`config.mk`:
```
export PLATFORM = sky130hd
export DESIGN_NAME = sce_engine
export DESIGN_NICKNAME = d
export VERILOG_FILES = /design/src/sce_pkg.sv /design/src/sce_engine.sv
export VERILOG_INCLUDE_DIRS = /design/src /design/src/src
export SDC_FILE = /design/constraint.sdc
export NUM_CORES = 1
export LEC_CHECK = 0
export ABC_AREA = 0
export BUFFER_PORTS_ARGS = -buffer_cell sky130_fd_sc_hd__buf_2
export CAP_MARGIN = 5
export CORE_MARGIN = 1
export CORE_UTILIZATION = 30
export CTS_BUF_LIST = sky130_fd_sc_hd__clkbuf_8
export DETAILED_ROUTE_END_ITERATION = 8
export HOLD_SLACK_MARGIN = 0.15
export SYNTH_ARGS = -nofsm -noshare
export SYNTH_HDL_FRONTEND = slang
export SYNTH_SLANG_ARGS = --single-unit
```
`constraint.sdc`:
```
create_clock -name mclk -period 4.1 [get_ports mclk]
set_clock_uncertainty 0.1 [all_clocks]
set_input_delay 0.82 -clock mclk [delete_from_list [all_inputs] [get_ports mclk]]
set_output_delay 0.82 -clock mclk [all_outputs]
set_load 0.01 [all_outputs]
```
`src/sce_defines.svh`:
```
// Constants for the two-wire command engine
`ifndef SCE_DEFINES_SVH
`define SCE_DEFINES_SVH
`define SCE_CMD_BLKW 8'ha5
`define SCE_CMD_BLKR 8'ha6
`define SCE_CMD_REBOOT 8'ha7
`define SCE_CMD_SAVE 8'ha8
`define SCE_CMD_FLASH_ON 8'ha9
`define SCE_CMD_FLASH_OFF 8'haa
`define SCE_CMD_USER_ON 8'hab
`define SCE_CMD_USER_OFF 8'hac
`define SCE_ARA_ADDR 7'h09
`define SCE_BLK_MAX 5'h10
`define SCE_BLK_MIN 8'h01
`define SCE_BLK_CNT 8'h10
`define SCE_LIM_CFG 8'h8f
`define SCE_LIM_USER 8'hff
`define SCE_ALERT_REG 8'h1c
`define SCE_ALERT_BIT 7
`define SCE_CRC_POLY 8'h07
`define SCE_CRC_INIT 8'h00
`define SCE_BIT_DATA 4'h7
`define SCE_BIT_ACK 4'h8
`define SCE_BIT_END 4'h9
`define SCE_BYTE_ADDR 5'h00
`define SCE_BYTE_CMD 5'h01
`define SCE_BYTE_D0 5'h02
`define SCE_BYTE_D1 5'h03
`define SCE_BYTE_SAT 5'h1f
`define SCE_IDLE_BYTE 8'hff
`define SCE_PTR_RST 8'h00
`endif

```
`src/sce_pkg.sv`:
```
// Types shared by the two-wire command engine
package sce_pkg;
  typedef enum logic [1:0] {
    SCE_ST_IDLE = 2'b00,
    SCE_ST_RX = 2'b01,
    SCE_ST_TX = 2'b10,
    SCE_ST_WAIT = 2'b11
  } sce_state_t;
  typedef enum logic [1:0] {
    SCE_PG_DEF = 2'b00,
    SCE_PG_FLASH = 2'b01,
    SCE_PG_USER = 2'b10
  } sce_page_t;
  typedef enum logic [2:0] {
    SCE_P_NONE = 3'b000,
    SCE_P_WBYTE = 3'b001,
    SCE_P_BLKW = 3'b010,
    SCE_P_READ = 3'b011,
    SCE_P_BLKR = 3'b100
  } sce_proto_t;
  typedef struct packed {
    logic ptr_load;
    logic cmd;
    logic [7:0] val;
  } sce_pend_t;
  typedef struct packed {
    logic [7:0] addr;
    logic [7:0] wdata;
    logic we;
  } sce_mem_t;
endpackage : sce_pkg

```
`src/sce_engine.sv`:
```
// Two-wire slave command engine sampled on the system clock
// Operation
// - Reboot code pulses reboot request, reloading configuration like power-on.
// - Emergency-save code pulses the fault store request.
// - A9h flash page, AAh default, ABh user from flash only, ACh back.
// - Send-byte data byte loads the memory pointer.
// - Block codes are acknowledged; disallowed address or code is not-acknowledged.
// - STOP before the pointer byte acknowledge leaves the pointer unchanged.
// - Receive byte returns byte at pointer, then pointer increments by one.
// - Invalid address at write or read byte is refused, no change, no write.
// - With checking on, trailing check byte acknowledged only when correct.
// - With checking on, read byte appends a check byte after master acknowledge.
// - Block write is decoded as A5h only.
// - Block write code refused while busy, pointer unchanged.
// - After block write the pointer sits at the next valid address.
// - Block pointer saturates at 8Fh config pages, FFh user page.
// - Block read code A6h acknowledged unless busy, then read after restart.
// - Block read returns count 16, then data, check byte when enabled.
// - Alert pin pulled low on fault when enabled and pin one is alert.
// - Alert response read is acknowledged, returns own address, releases alert.
// - Alert status bit cleared by writing one, only after alert response.
// - Pin one as alert with enable clear acts as fault output.
// - Bus refuses access while the JTAG port holds internal memory.
// - Check bytes only when the checking enable input is set.
// - Check byte is CRC-8, polynomial x^8+x^2+x+1, over all bytes.
// - Command byte refused during reboot or flash programming.
`timescale 1ns/1ps
`include "sce_defines.svh"
module sce_engine
  import sce_pkg::*;
(
  input wire logic mclk,
  input wire logic rst_n,
  input wire logic scl_in,
  input wire logic sda_in,
  output logic sda_out,
  output logic sda_oe,
  output logic gp1_out,
  output logic gp1_oe,
  input wire logic [6:0] slave_addr,
  input wire logic pec_en,
  input wire logic alert_en,
  input wire logic gp1_alert,
  input wire logic fault,
  input wire logic dev_busy,
  input wire logic jtag_busy,
  input wire logic [7:0] mem_rdata,
  output sce_mem_t mem_o,
  output sce_page_t page_o,
  output logic reboot_req,
  output logic save_req,
  output logic alert_status,
  output logic smb_claim
);
  function automatic logic [7:0] crc8(input logic [7:0] c, input logic [7:0] d);
    logic [7:0] r;
    r = c ^ d;
    for (int i = 0; i < 8; i++) begin
      r = r[7] ? ({r[6:0], 1'b0} ^ `SCE_CRC_POLY) : {r[6:0], 1'b0};
    end
    return r;
  endfunction : crc8

  function automatic logic [7:0] sat_inc(input logic [7:0] p, input sce_page_t pg);
    logic [7:0] lim;
    lim = (pg == SCE_PG_USER) ? `SCE_LIM_USER : `SCE_LIM_CFG;
    return (p >= lim) ? lim : p + 8'h01;
  endfunction : sat_inc

  function automatic logic addr_ok(input logic [7:0] a, input sce_page_t pg);
    return (pg == SCE_PG_USER) || (a <= `SCE_LIM_CFG);
  endfunction : addr_ok

  // Pins cross from the master's domain through three flops each
  logic scl_s1_reg, scl_s2_reg, scl_s3_reg;
  logic sda_s1_reg, sda_s2_reg, sda_s3_reg;
  always_ff @(posedge mclk or negedge rst_n) begin
    if (!rst_n) begin
      {scl_s1_reg, scl_s2_reg, scl_s3_reg} <= 3'h7;
      {sda_s1_reg, sda_s2_reg, sda_s3_reg} <= 3'h7;
    end else begin
      {scl_s1_reg, scl_s2_reg, scl_s3_reg} <= {scl_in, scl_s1_reg, scl_s2_reg};
      {sda_s1_reg, sda_s2_reg, sda_s3_reg} <= {sda_in, sda_s1_reg, sda_s2_reg};
    end
  end

  logic scl_rise, scl_fall, bus_start, bus_stop;
  assign scl_rise = scl_s2_reg & ~scl_s3_reg;
  assign scl_fall = ~scl_s2_reg & scl_s3_reg;
  assign bus_start = scl_s2_reg & scl_s3_reg & sda_s3_reg & ~sda_s2_reg;
  assign bus_stop = scl_s2_reg & scl_s3_reg & ~sda_s3_reg & sda_s2_reg;

  sce_state_t st_reg, st_next;
  sce_page_t page_reg, page_next;
  sce_proto_t proto_reg, proto_next;
  sce_pend_t pend_reg, pend_next;
  sce_mem_t mem_reg, mem_next;
  logic [3:0] bit_reg, bit_next;
  logic [4:0] byte_reg, byte_next, cnt_reg, cnt_next;
  logic [7:0] shift_reg, shift_next, ptr_reg, ptr_next, crc_reg, crc_next;
  logic ack_reg, ack_next, rw_reg, rw_next, ara_reg, ara_next;
  logic drv_reg, drv_next, pec_reg, pec_next, blkr_reg, blkr_next;
  logic reboot_reg, reboot_next, save_reg, save_next, claim_reg, claim_next;
  logic apend_reg, apend_next, astat_reg, astat_next, fault_d_reg;
  logic gp1_oe_reg, gp1_oe_next, lo_reg;
  logic [7:0] rxb;
  logic load_data, alert_clr, alert_evt, is_cmd, own, ara;

  always_comb begin
    st_next = st_reg;
    page_next = page_reg;
    proto_next = proto_reg;
    pend_next = pend_reg;
    mem_next = '{addr: ptr_reg, wdata: mem_reg.wdata, we: 1'b0};
    bit_next = bit_reg;
    byte_next = byte_reg;
    cnt_next = cnt_reg;
    shift_next = shift_reg;
    ptr_next = ptr_reg;
    crc_next = crc_reg;
    ack_next = ack_reg;
    rw_next = rw_reg;
    ara_next = ara_reg;
    drv_next = drv_reg;
    pec_next = pec_reg;
    blkr_next = blkr_reg;
    claim_next = claim_reg;
    reboot_next = 1'b0;
    save_next = 1'b0;
    load_data = 1'b0;
    alert_clr = 1'b0;
    rxb = {shift_reg[6:0], sda_s2_reg};
    is_cmd = (rxb >= `SCE_CMD_BLKW) && (rxb <= `SCE_CMD_USER_OFF);
    own = (rxb[7:1] == slave_addr);
    ara = (rxb[7:1] == `SCE_ARA_ADDR) && rxb[0] && apend_reg;
    alert_evt = fault & ~fault_d_reg & gp1_alert & alert_en;
    apend_next = apend_reg;
    if (bus_start) begin
      if (st_reg == SCE_ST_IDLE) begin
        crc_next = `SCE_CRC_INIT;
      end
      st_next = SCE_ST_RX;
      bit_next = 4'h0;
      byte_next = `SCE_BYTE_ADDR;
      drv_next = 1'b0;
      pec_next = 1'b0;
    end else if (bus_stop) begin
      // Pending pointer load is dropped here
      st_next = SCE_ST_IDLE;
      drv_next = 1'b0;
      proto_next = SCE_P_NONE;
      blkr_next = 1'b0;
      claim_next = 1'b0;
      pend_next = '0;
    end else begin
      case (st_reg)
        SCE_ST_RX: begin
          if (scl_rise && bit_reg <= `SCE_BIT_DATA) begin
            bit_next = bit_reg + 4'h1;
            shift_next = rxb;
          end else if (scl_rise) begin
            bit_next = `SCE_BIT_END;
          end
          if (scl_rise && bit_reg == `SCE_BIT_DATA) begin
            byte_next = (byte_reg == `SCE_BYTE_SAT) ? byte_reg : byte_reg + 5'h01;
            crc_next = crc8(crc_reg, rxb);
            ack_next = 1'b0;
            pend_next = '0;
            if (byte_reg == `SCE_BYTE_ADDR) begin
              ack_next = (own & ~jtag_busy) | ara;
              rw_next = rxb[0];
              ara_next = ara;
              cnt_next = 5'h00;
              if ((own & ~jtag_busy) | ara) begin
                claim_next = own;
              end
              if (((own & ~jtag_busy) | ara) && rxb[0]) begin
                if (ara) begin
                  shift_next = {slave_addr, 1'b0};
                end else if (blkr_reg) begin
                  proto_next = SCE_P_BLKR;
                  blkr_next = 1'b0;
                  shift_next = `SCE_BLK_CNT;
                  crc_next = crc8(crc_next, `SCE_BLK_CNT);
                end else begin
                  proto_next = (proto_reg == SCE_P_WBYTE) ? SCE_P_READ : SCE_P_NONE;
                  load_data = 1'b1;
                end
              end
            end else if (byte_reg == `SCE_BYTE_CMD) begin
              pend_next = '{ptr_load: ~is_cmd, cmd: is_cmd, val: rxb};
              if (dev_busy) begin
                ack_next = 1'b0;
              end else if (!is_cmd) begin
                ack_next = addr_ok(rxb, page_reg);
              end else begin
                case (rxb)
                  `SCE_CMD_USER_ON: ack_next = (page_reg == SCE_PG_FLASH);
                  `SCE_CMD_USER_OFF: ack_next = (page_reg == SCE_PG_USER);
                  default: ack_next = 1'b1;
                endcase
              end
            end else if (proto_reg == SCE_P_BLKW) begin
              if (byte_reg == `SCE_BYTE_D0) begin
                ack_next = (rxb >= `SCE_BLK_MIN) && (rxb <= `SCE_BLK_CNT);
                cnt_next = rxb[4:0];
              end else if (cnt_reg != 5'h00) begin
                ack_next = 1'b1;
                mem_next = '{addr: ptr_reg, wdata: rxb, we: 1'b1};
                cnt_next = cnt_reg - 5'h01;
                ptr_next = sat_inc(ptr_reg, page_reg);
              end else if (pec_en && !pec_reg) begin
                ack_next = (crc_reg == rxb);
                pec_next = 1'b1;
              end
            end else if (proto_reg == SCE_P_WBYTE) begin
              if (byte_reg == `SCE_BYTE_D0) begin
                ack_next = 1'b1;
                mem_next = '{addr: ptr_reg, wdata: rxb, we: 1'b1};
                alert_clr = (page_reg == SCE_PG_DEF) && (ptr_reg == `SCE_ALERT_REG)
                  && rxb[`SCE_ALERT_BIT] && !apend_reg;
              end else if (byte_reg == `SCE_BYTE_D1 && pec_en) begin
                ack_next = (crc_reg == rxb);
              end
            end
          end
          if (scl_fall && bit_reg == `SCE_BIT_ACK) begin
            drv_next = ack_reg;
            if (ack_reg && pend_reg.ptr_load) begin
              ptr_next = pend_reg.val;
              proto_next = SCE_P_WBYTE;
            end
            if (ack_reg && pend_reg.cmd) begin
              case (pend_reg.val)
                `SCE_CMD_BLKW: proto_next = SCE_P_BLKW;
                `SCE_CMD_BLKR: blkr_next = 1'b1;
                `SCE_CMD_REBOOT: begin
                  reboot_next = 1'b1;
                  page_next = SCE_PG_DEF;
                end
                `SCE_CMD_SAVE: save_next = 1'b1;
                `SCE_CMD_FLASH_ON: page_next = SCE_PG_FLASH;
                `SCE_CMD_FLASH_OFF: page_next = SCE_PG_DEF;
                `SCE_CMD_USER_ON: page_next = SCE_PG_USER;
                default: page_next = SCE_PG_FLASH;
              endcase
            end
            pend_next = '0;
          end else if (scl_fall && bit_reg == `SCE_BIT_END) begin
            bit_next = 4'h0;
            if (!ack_reg) begin
              drv_next = 1'b0;
              st_next = SCE_ST_WAIT;
            end else if (rw_reg && byte_reg == `SCE_BYTE_CMD) begin
              st_next = SCE_ST_TX;
              drv_next = ~shift_reg[7];
            end else begin
              drv_next = 1'b0;
            end
          end
        end
        SCE_ST_TX: begin
          if (scl_rise && bit_reg < `SCE_BIT_ACK) begin
            bit_next = bit_reg + 4'h1;
            shift_next = {shift_reg[6:0], 1'b1};
          end else if (scl_rise) begin
            bit_next = 4'h0;
            if (ara_reg) begin
              apend_next = 1'b0;
            end
            // Master acknowledge asks for one more byte
            if (sda_s2_reg || ara_reg) begin
              st_next = SCE_ST_WAIT;
            end else if (proto_reg == SCE_P_BLKR && cnt_reg < `SCE_BLK_MAX) begin
              load_data = 1'b1;
              cnt_next = cnt_reg + 5'h01;
            end else if (proto_reg != SCE_P_NONE && pec_en && !pec_reg) begin
              shift_next = crc_reg;
              pec_next = 1'b1;
            end else if (proto_reg == SCE_P_NONE) begin
              load_data = 1'b1;
            end else begin
              shift_next = `SCE_IDLE_BYTE;
            end
          end
          if (scl_fall) begin
            drv_next = (bit_reg < `SCE_BIT_ACK) ? ~shift_reg[7] : 1'b0;
          end
        end
        default: ;
      endcase
    end
    if (load_data) begin
      shift_next = mem_rdata;
      crc_next = crc8(crc_next, mem_rdata);
      // Block reads saturate, single reads step by one
      ptr_next = (proto_next == SCE_P_BLKR) ? sat_inc(ptr_reg, page_reg) : ptr_reg + 8'h01;
    end
    if (!mem_next.we) begin
      mem_next.addr = ptr_next;
    end
    if (alert_evt) begin
      apend_next = 1'b1;
    end
    astat_next = alert_evt | (astat_reg & ~alert_clr);
    // Open drain: pull low only, never drive high
    gp1_oe_next = gp1_alert & (alert_en ? apend_next : fault);
  end

  always_ff @(posedge mclk or negedge rst_n) begin
    if (!rst_n) begin
      st_reg <= SCE_ST_IDLE;
      page_reg <= SCE_PG_DEF;
      proto_reg <= SCE_P_NONE;
      pend_reg <= '0;
      mem_reg <= '0;
      bit_reg <= 4'h0;
      byte_reg <= `SCE_BYTE_ADDR;
      cnt_reg <= 5'h00;
      shift_reg <= `SCE_IDLE_BYTE;
      ptr_reg <= `SCE_PTR_RST;
      crc_reg <= `SCE_CRC_INIT;
      {ack_reg, rw_reg, ara_reg, drv_reg, pec_reg, blkr_reg} <= 6'h00;
      {reboot_reg, save_reg, claim_reg, apend_reg, astat_reg} <= 5'h00;
      {fault_d_reg, gp1_oe_reg, lo_reg} <= 3'h0;
    end else begin
      st_reg <= st_next;
      page_reg <= page_next;
      proto_reg <= proto_next;
      pend_reg <= pend_next;
      mem_reg <= mem_next;
      bit_reg <= bit_next;
      byte_reg <= byte_next;
      cnt_reg <= cnt_next;
      shift_reg <= shift_next;
      ptr_reg <= ptr_next;
      crc_reg <= crc_next;
      {ack_reg, rw_reg, ara_reg} <= {ack_next, rw_next, ara_next};
      {drv_reg, pec_reg, blkr_reg} <= {drv_next, pec_next, blkr_next};
      {reboot_reg, save_reg, claim_reg} <= {reboot_next, save_next, claim_next};
      {apend_reg, astat_reg} <= {apend_next, astat_next};
      {fault_d_reg, gp1_oe_reg, lo_reg} <= {fault, gp1_oe_next, 1'b0};
    end
  end

  assign sda_out = lo_reg;
  assign sda_oe = drv_reg;
  assign gp1_out = lo_reg;
  assign gp1_oe = gp1_oe_reg;
  assign mem_o = mem_reg;
  assign page_o = page_reg;
  assign reboot_req = reboot_reg;
  assign save_req = save_reg;
  assign alert_status = astat_reg;
  assign smb_claim = claim_reg;
endmodule : sce_engine

```
==> results by group <==
Route
  • Routed WL per cell: 17.88 um
  • DRT Wirelength: 20.30 mm
  • DR DRC count: 0
  • DR vias/cell: 5.515
  • Iteration-0 DRC Markers: 565
  • Vias post-DR: 6259
  • Pre-antenna DRT Iters: 6
  • ANT nets after route: 0

Critical path
  • CP top delay family: simple AND/OR/NAND/NOR gates
  • Data arrival time of the critical path: 3.99 ns
  • CP required: 4.28 ns
  • Setup CP Type: reg2reg
  • Worst path cell trace: inv_1 -> ha_1 -> or4b_4 -> a311oi_2 -> nand4_4 -> or3_1 -> a32oi_2 -> xnor3_1 -> xor2_1 -> xnor2_1 -> nand2_1 -> xnor2_1
  • Most numerous cell on the critical path: xnor2_1
  • Crit-path max cell delay: 0.54 ns
  • Critical path peak fanout: 9
  • CP Launch Type: flop
  • Critical Path Sink Type: flop
  • Critical path's slowest cell: or4b_4
  • CP bufs+invs: 1
  • Crit path from: byte_reg[0]$_DFFE_PN0P_
  • Worst R2R Start: byte_reg[0]$_DFFE_PN0P_

Floorplanning
  • Die Ht: 151.7 um
  • Die area: 0.02302 mm^2
  • # rows: 54
  • Die X: 151.7 um
  • Initial core utilization: 0.3072
  • Core Footprint: 0.02189 mm^2
  • I/O pin count: 52

Final layout
  • Area used by multi-input combinational logic: 0.004109 mm^2
  • Fin util: 0.3432
  • Filler cell count: 2337
  • Nets: 895
  • Max reg flops: 17
  • Final Instance Area: 0.007512 mm^2
  • Share of cells above drive strength 1: 0.1557
  • Register area: 0.002295 mm^2
  • Area grow syn2layout: 11.72%

Synth
  • Post-synthesis register bit count: 91
  • Syn avg cell area: 8.332 um^2
  • Asr flop ratio synth: 1.000
  • Synth warn: 0
  • Post-synth cell types: 82
  • Seq/Total Area, Yosys: 0.3413
  • Syn Inst Count: 807
  • Netlist Area Pre-Place: 0.006724 mm^2
  • Number of synthesized flops with an enable pin: 0
  • Top FF cell, synth: dfrtp_1

STA
  • Hold Fails Final Rpt: 0
  • Fin crit share: 0.9303
  • Setup_tns: 0 ns
  • Slew Limit Headroom: 0.3819
  • Fin crit period: 3.814 ns
  • Max Freq: 262.2 MHz
  • RSZ-0062 raised after global routing: no
  • Pins Over Slew Limit: 0
  • Final Setup Violations: 0
  • Worst Tran Pin Value: 0.9156 ns

CTS
  • Clock Pin Slew Worst Setup and Hold Paths: 0.09 ns
  • Clock Tree Root: clkbuf_8
  • Cts repair resizes: 0
  • Post-CTS Hold Fix Bufs: 0
  • CTS buffer count: 9
  • Setup bufs post-CTS: 0
  • H-tree levels: 3
  • Clk sink count: 91
  • Worst-case clock buffer depth: 2
  • Worst-skew pair later-pin latency: 0.39 ns
  • CTS tree: yes

Global routing
  • GRT Total Usage: 0.1861
  • GRT overflow: 0
  • Vias in the first global route: 5831
  • First-pass GRT wire length: 32.52 mm
  • Largest net degree at the start of global routing: 50
  • Initial antenna violation count: 2

Power
  • Leak: 3.173 nW
  • Peak VDD IR: 334.8 uV
  • Tot Pwr: 4.633 mW
  • Power density cells: 616.7 mW/mm^2

Hold path
  • Path type of the worst min-delay path: reg2reg
  • Worst hold start: sda_s1_reg$_DFF_PN1_

Place
  • RD Place Congestion: 0.9189
  • Port Buf Inserts: 49
  • Final HPWL DP: 15.25 mm
  • DP Area: 0.007298 mm^2

Flow run
  • Max-cap violations: 0

Outcome
  • Status: completed
==> per-layer routing <==
layer  up-vias  track usage  routed length [um]
met1      2979       0.2534                9263
met5         -            0                   8
met4         2      0.08317                 612
met3        48      0.03683                1323
li1       2993            -                   -
met2       237       0.2830                9088
==> layout make-up <==
cell class / instances / area share
multi-input combinational: 646 / 0.5470
sequential: 91 / 0.3055
timing repair buffer: 76 / 0.05996
tap: 280 / 0.04664
clock buffer: 11 / 0.02015
inverter: 25 / 0.01249
clock inverter: 5 / 0.007995
antenna: 1 / 0.0003331
==> cell families (layout without fill, tap and decap cells) <==
| family | Yosys count | count (layout) | share of synthesized area |
|---|---|---|---|
| and+or+nand+nor | 333 | 333 | 0.2492 |
| buffers and inverters | 71 | 117 | 0.04931 |
| AOI/OAI and AO/OA | 212 | 212 | 0.2025 |
| xor gates and xnor gates | 71 | 71 | 0.1074 |
| other | 1 | 3 | 0.0005577 |
| muxes | 7 | 7 | 0.01079 |
| DFF | 91 | 91 | 0.3413 |
| adders and majority gates | 21 | 21 | 0.03908 |
==> layout by cell type (no fill, tap or decap), types with 10 or more instances in the layout <==
cell      synthesis  routed
o21ai_0          52      52
nor2_1           63      62
nand4_1          10      10
nor2b_1          11      11
dfrtp_1          77      77
a211oi_1         10      10
a31oi_1          14      14
nor3_1           17      17
xnor2_1          36      36
xor2_1           27      27
nand3_1          42      42
buf_4             4      28
nand2_1         120     120
ha_1             21      21
clkbuf_8          2      11
inv_1            25      25
buf_2             0      48
dfstp_2          14      14
a21oi_1          55      55
and3_1           12      12
==> worst register-to-register path: cells and delay by family (launching register included) <==
kind,cells,cell delay (ns)
simple gates,4,1.24
compound gates,2,0.73
flops,1,0.45
buf+inv,1,0.11
xor+xnor,4,0.85
fa+ha+maj,1,0.23
==> synth_stat cells, drive strengths merged (5+ instances only) <==
library cell | n | area [um^2]
nand2 | 120 | 450.4
dfrtp | 77 | 1927
nor2 | 63 | 236.5
o21ai | 56 | 280.3
a21oi | 55 | 275.3
nand3 | 43 | 220.2
xnor2 | 38 | 347.8
clkbuf | 37 | 158.9
xor2 | 27 | 236.5
inv | 25 | 93.84
ha | 21 | 262.8
nor3 | 18 | 95.09
a31oi | 14 | 87.58
and3 | 14 | 90.08
dfstp | 14 | 367.9
nand4 | 11 | 83.83
nor2b | 11 | 68.82
a211oi | 10 | 75.07
nor4 | 10 | 90.08
a22o | 9 | 78.83
buf | 9 | 78.82
o22ai | 9 | 56.30
o311ai | 9 | 78.83
and2 | 5 | 31.28
mux2i | 5 | 50.05
o211ai | 5 | 37.54
xnor3 | 5 | 113.9
==> path summary, 6_finish.rpt <==
| kind | to | slack (ns) | cells after the start |
|---|---|---|---|
| worst max-delay path | crc_reg[2]$_DFF_PN0_ | 0.29 | 12 |
| worst min-delay path | sda_s2_reg$_DFF_PN1_ | 0.26 | 0 |
| worst max register to register | crc_reg[2]$_DFF_PN0_ | 0.29 | 12 |
| worst min register to register | sda_s2_reg$_DFF_PN1_ | 0.26 | 0 |
| max in group asynchronous | scl_s3_reg$_DFF_PN1_ | 2.70 | 2 |
| min in group asynchronous | cnt_reg[2]$_DFFE_PN0P_ | 0.36 | 1 |
==> power breakdown <==
part,internal (mW),total [mW],switching [mW]
logic,1.15,2.60,1.46
clock network,0.317,0.668,0.351
registers,1.09,1.36,0.274
==> metrics by stage <==
step           worst slack [ns]  hold WS (ns)  instances
4_1_cts                  0.2964        0.2613       1134
6_report                 0.2859        0.2608       1135
3_3_place_gp             0.4131        0.2467       1118
3_5_place_dp             0.3414        0.2487       1118
5_1_grt                  0.1257        0.2630       1134
2_1_floorplan            0.7411        0.2452        808
No activity file was read; power rests on OpenSTA's default activity.
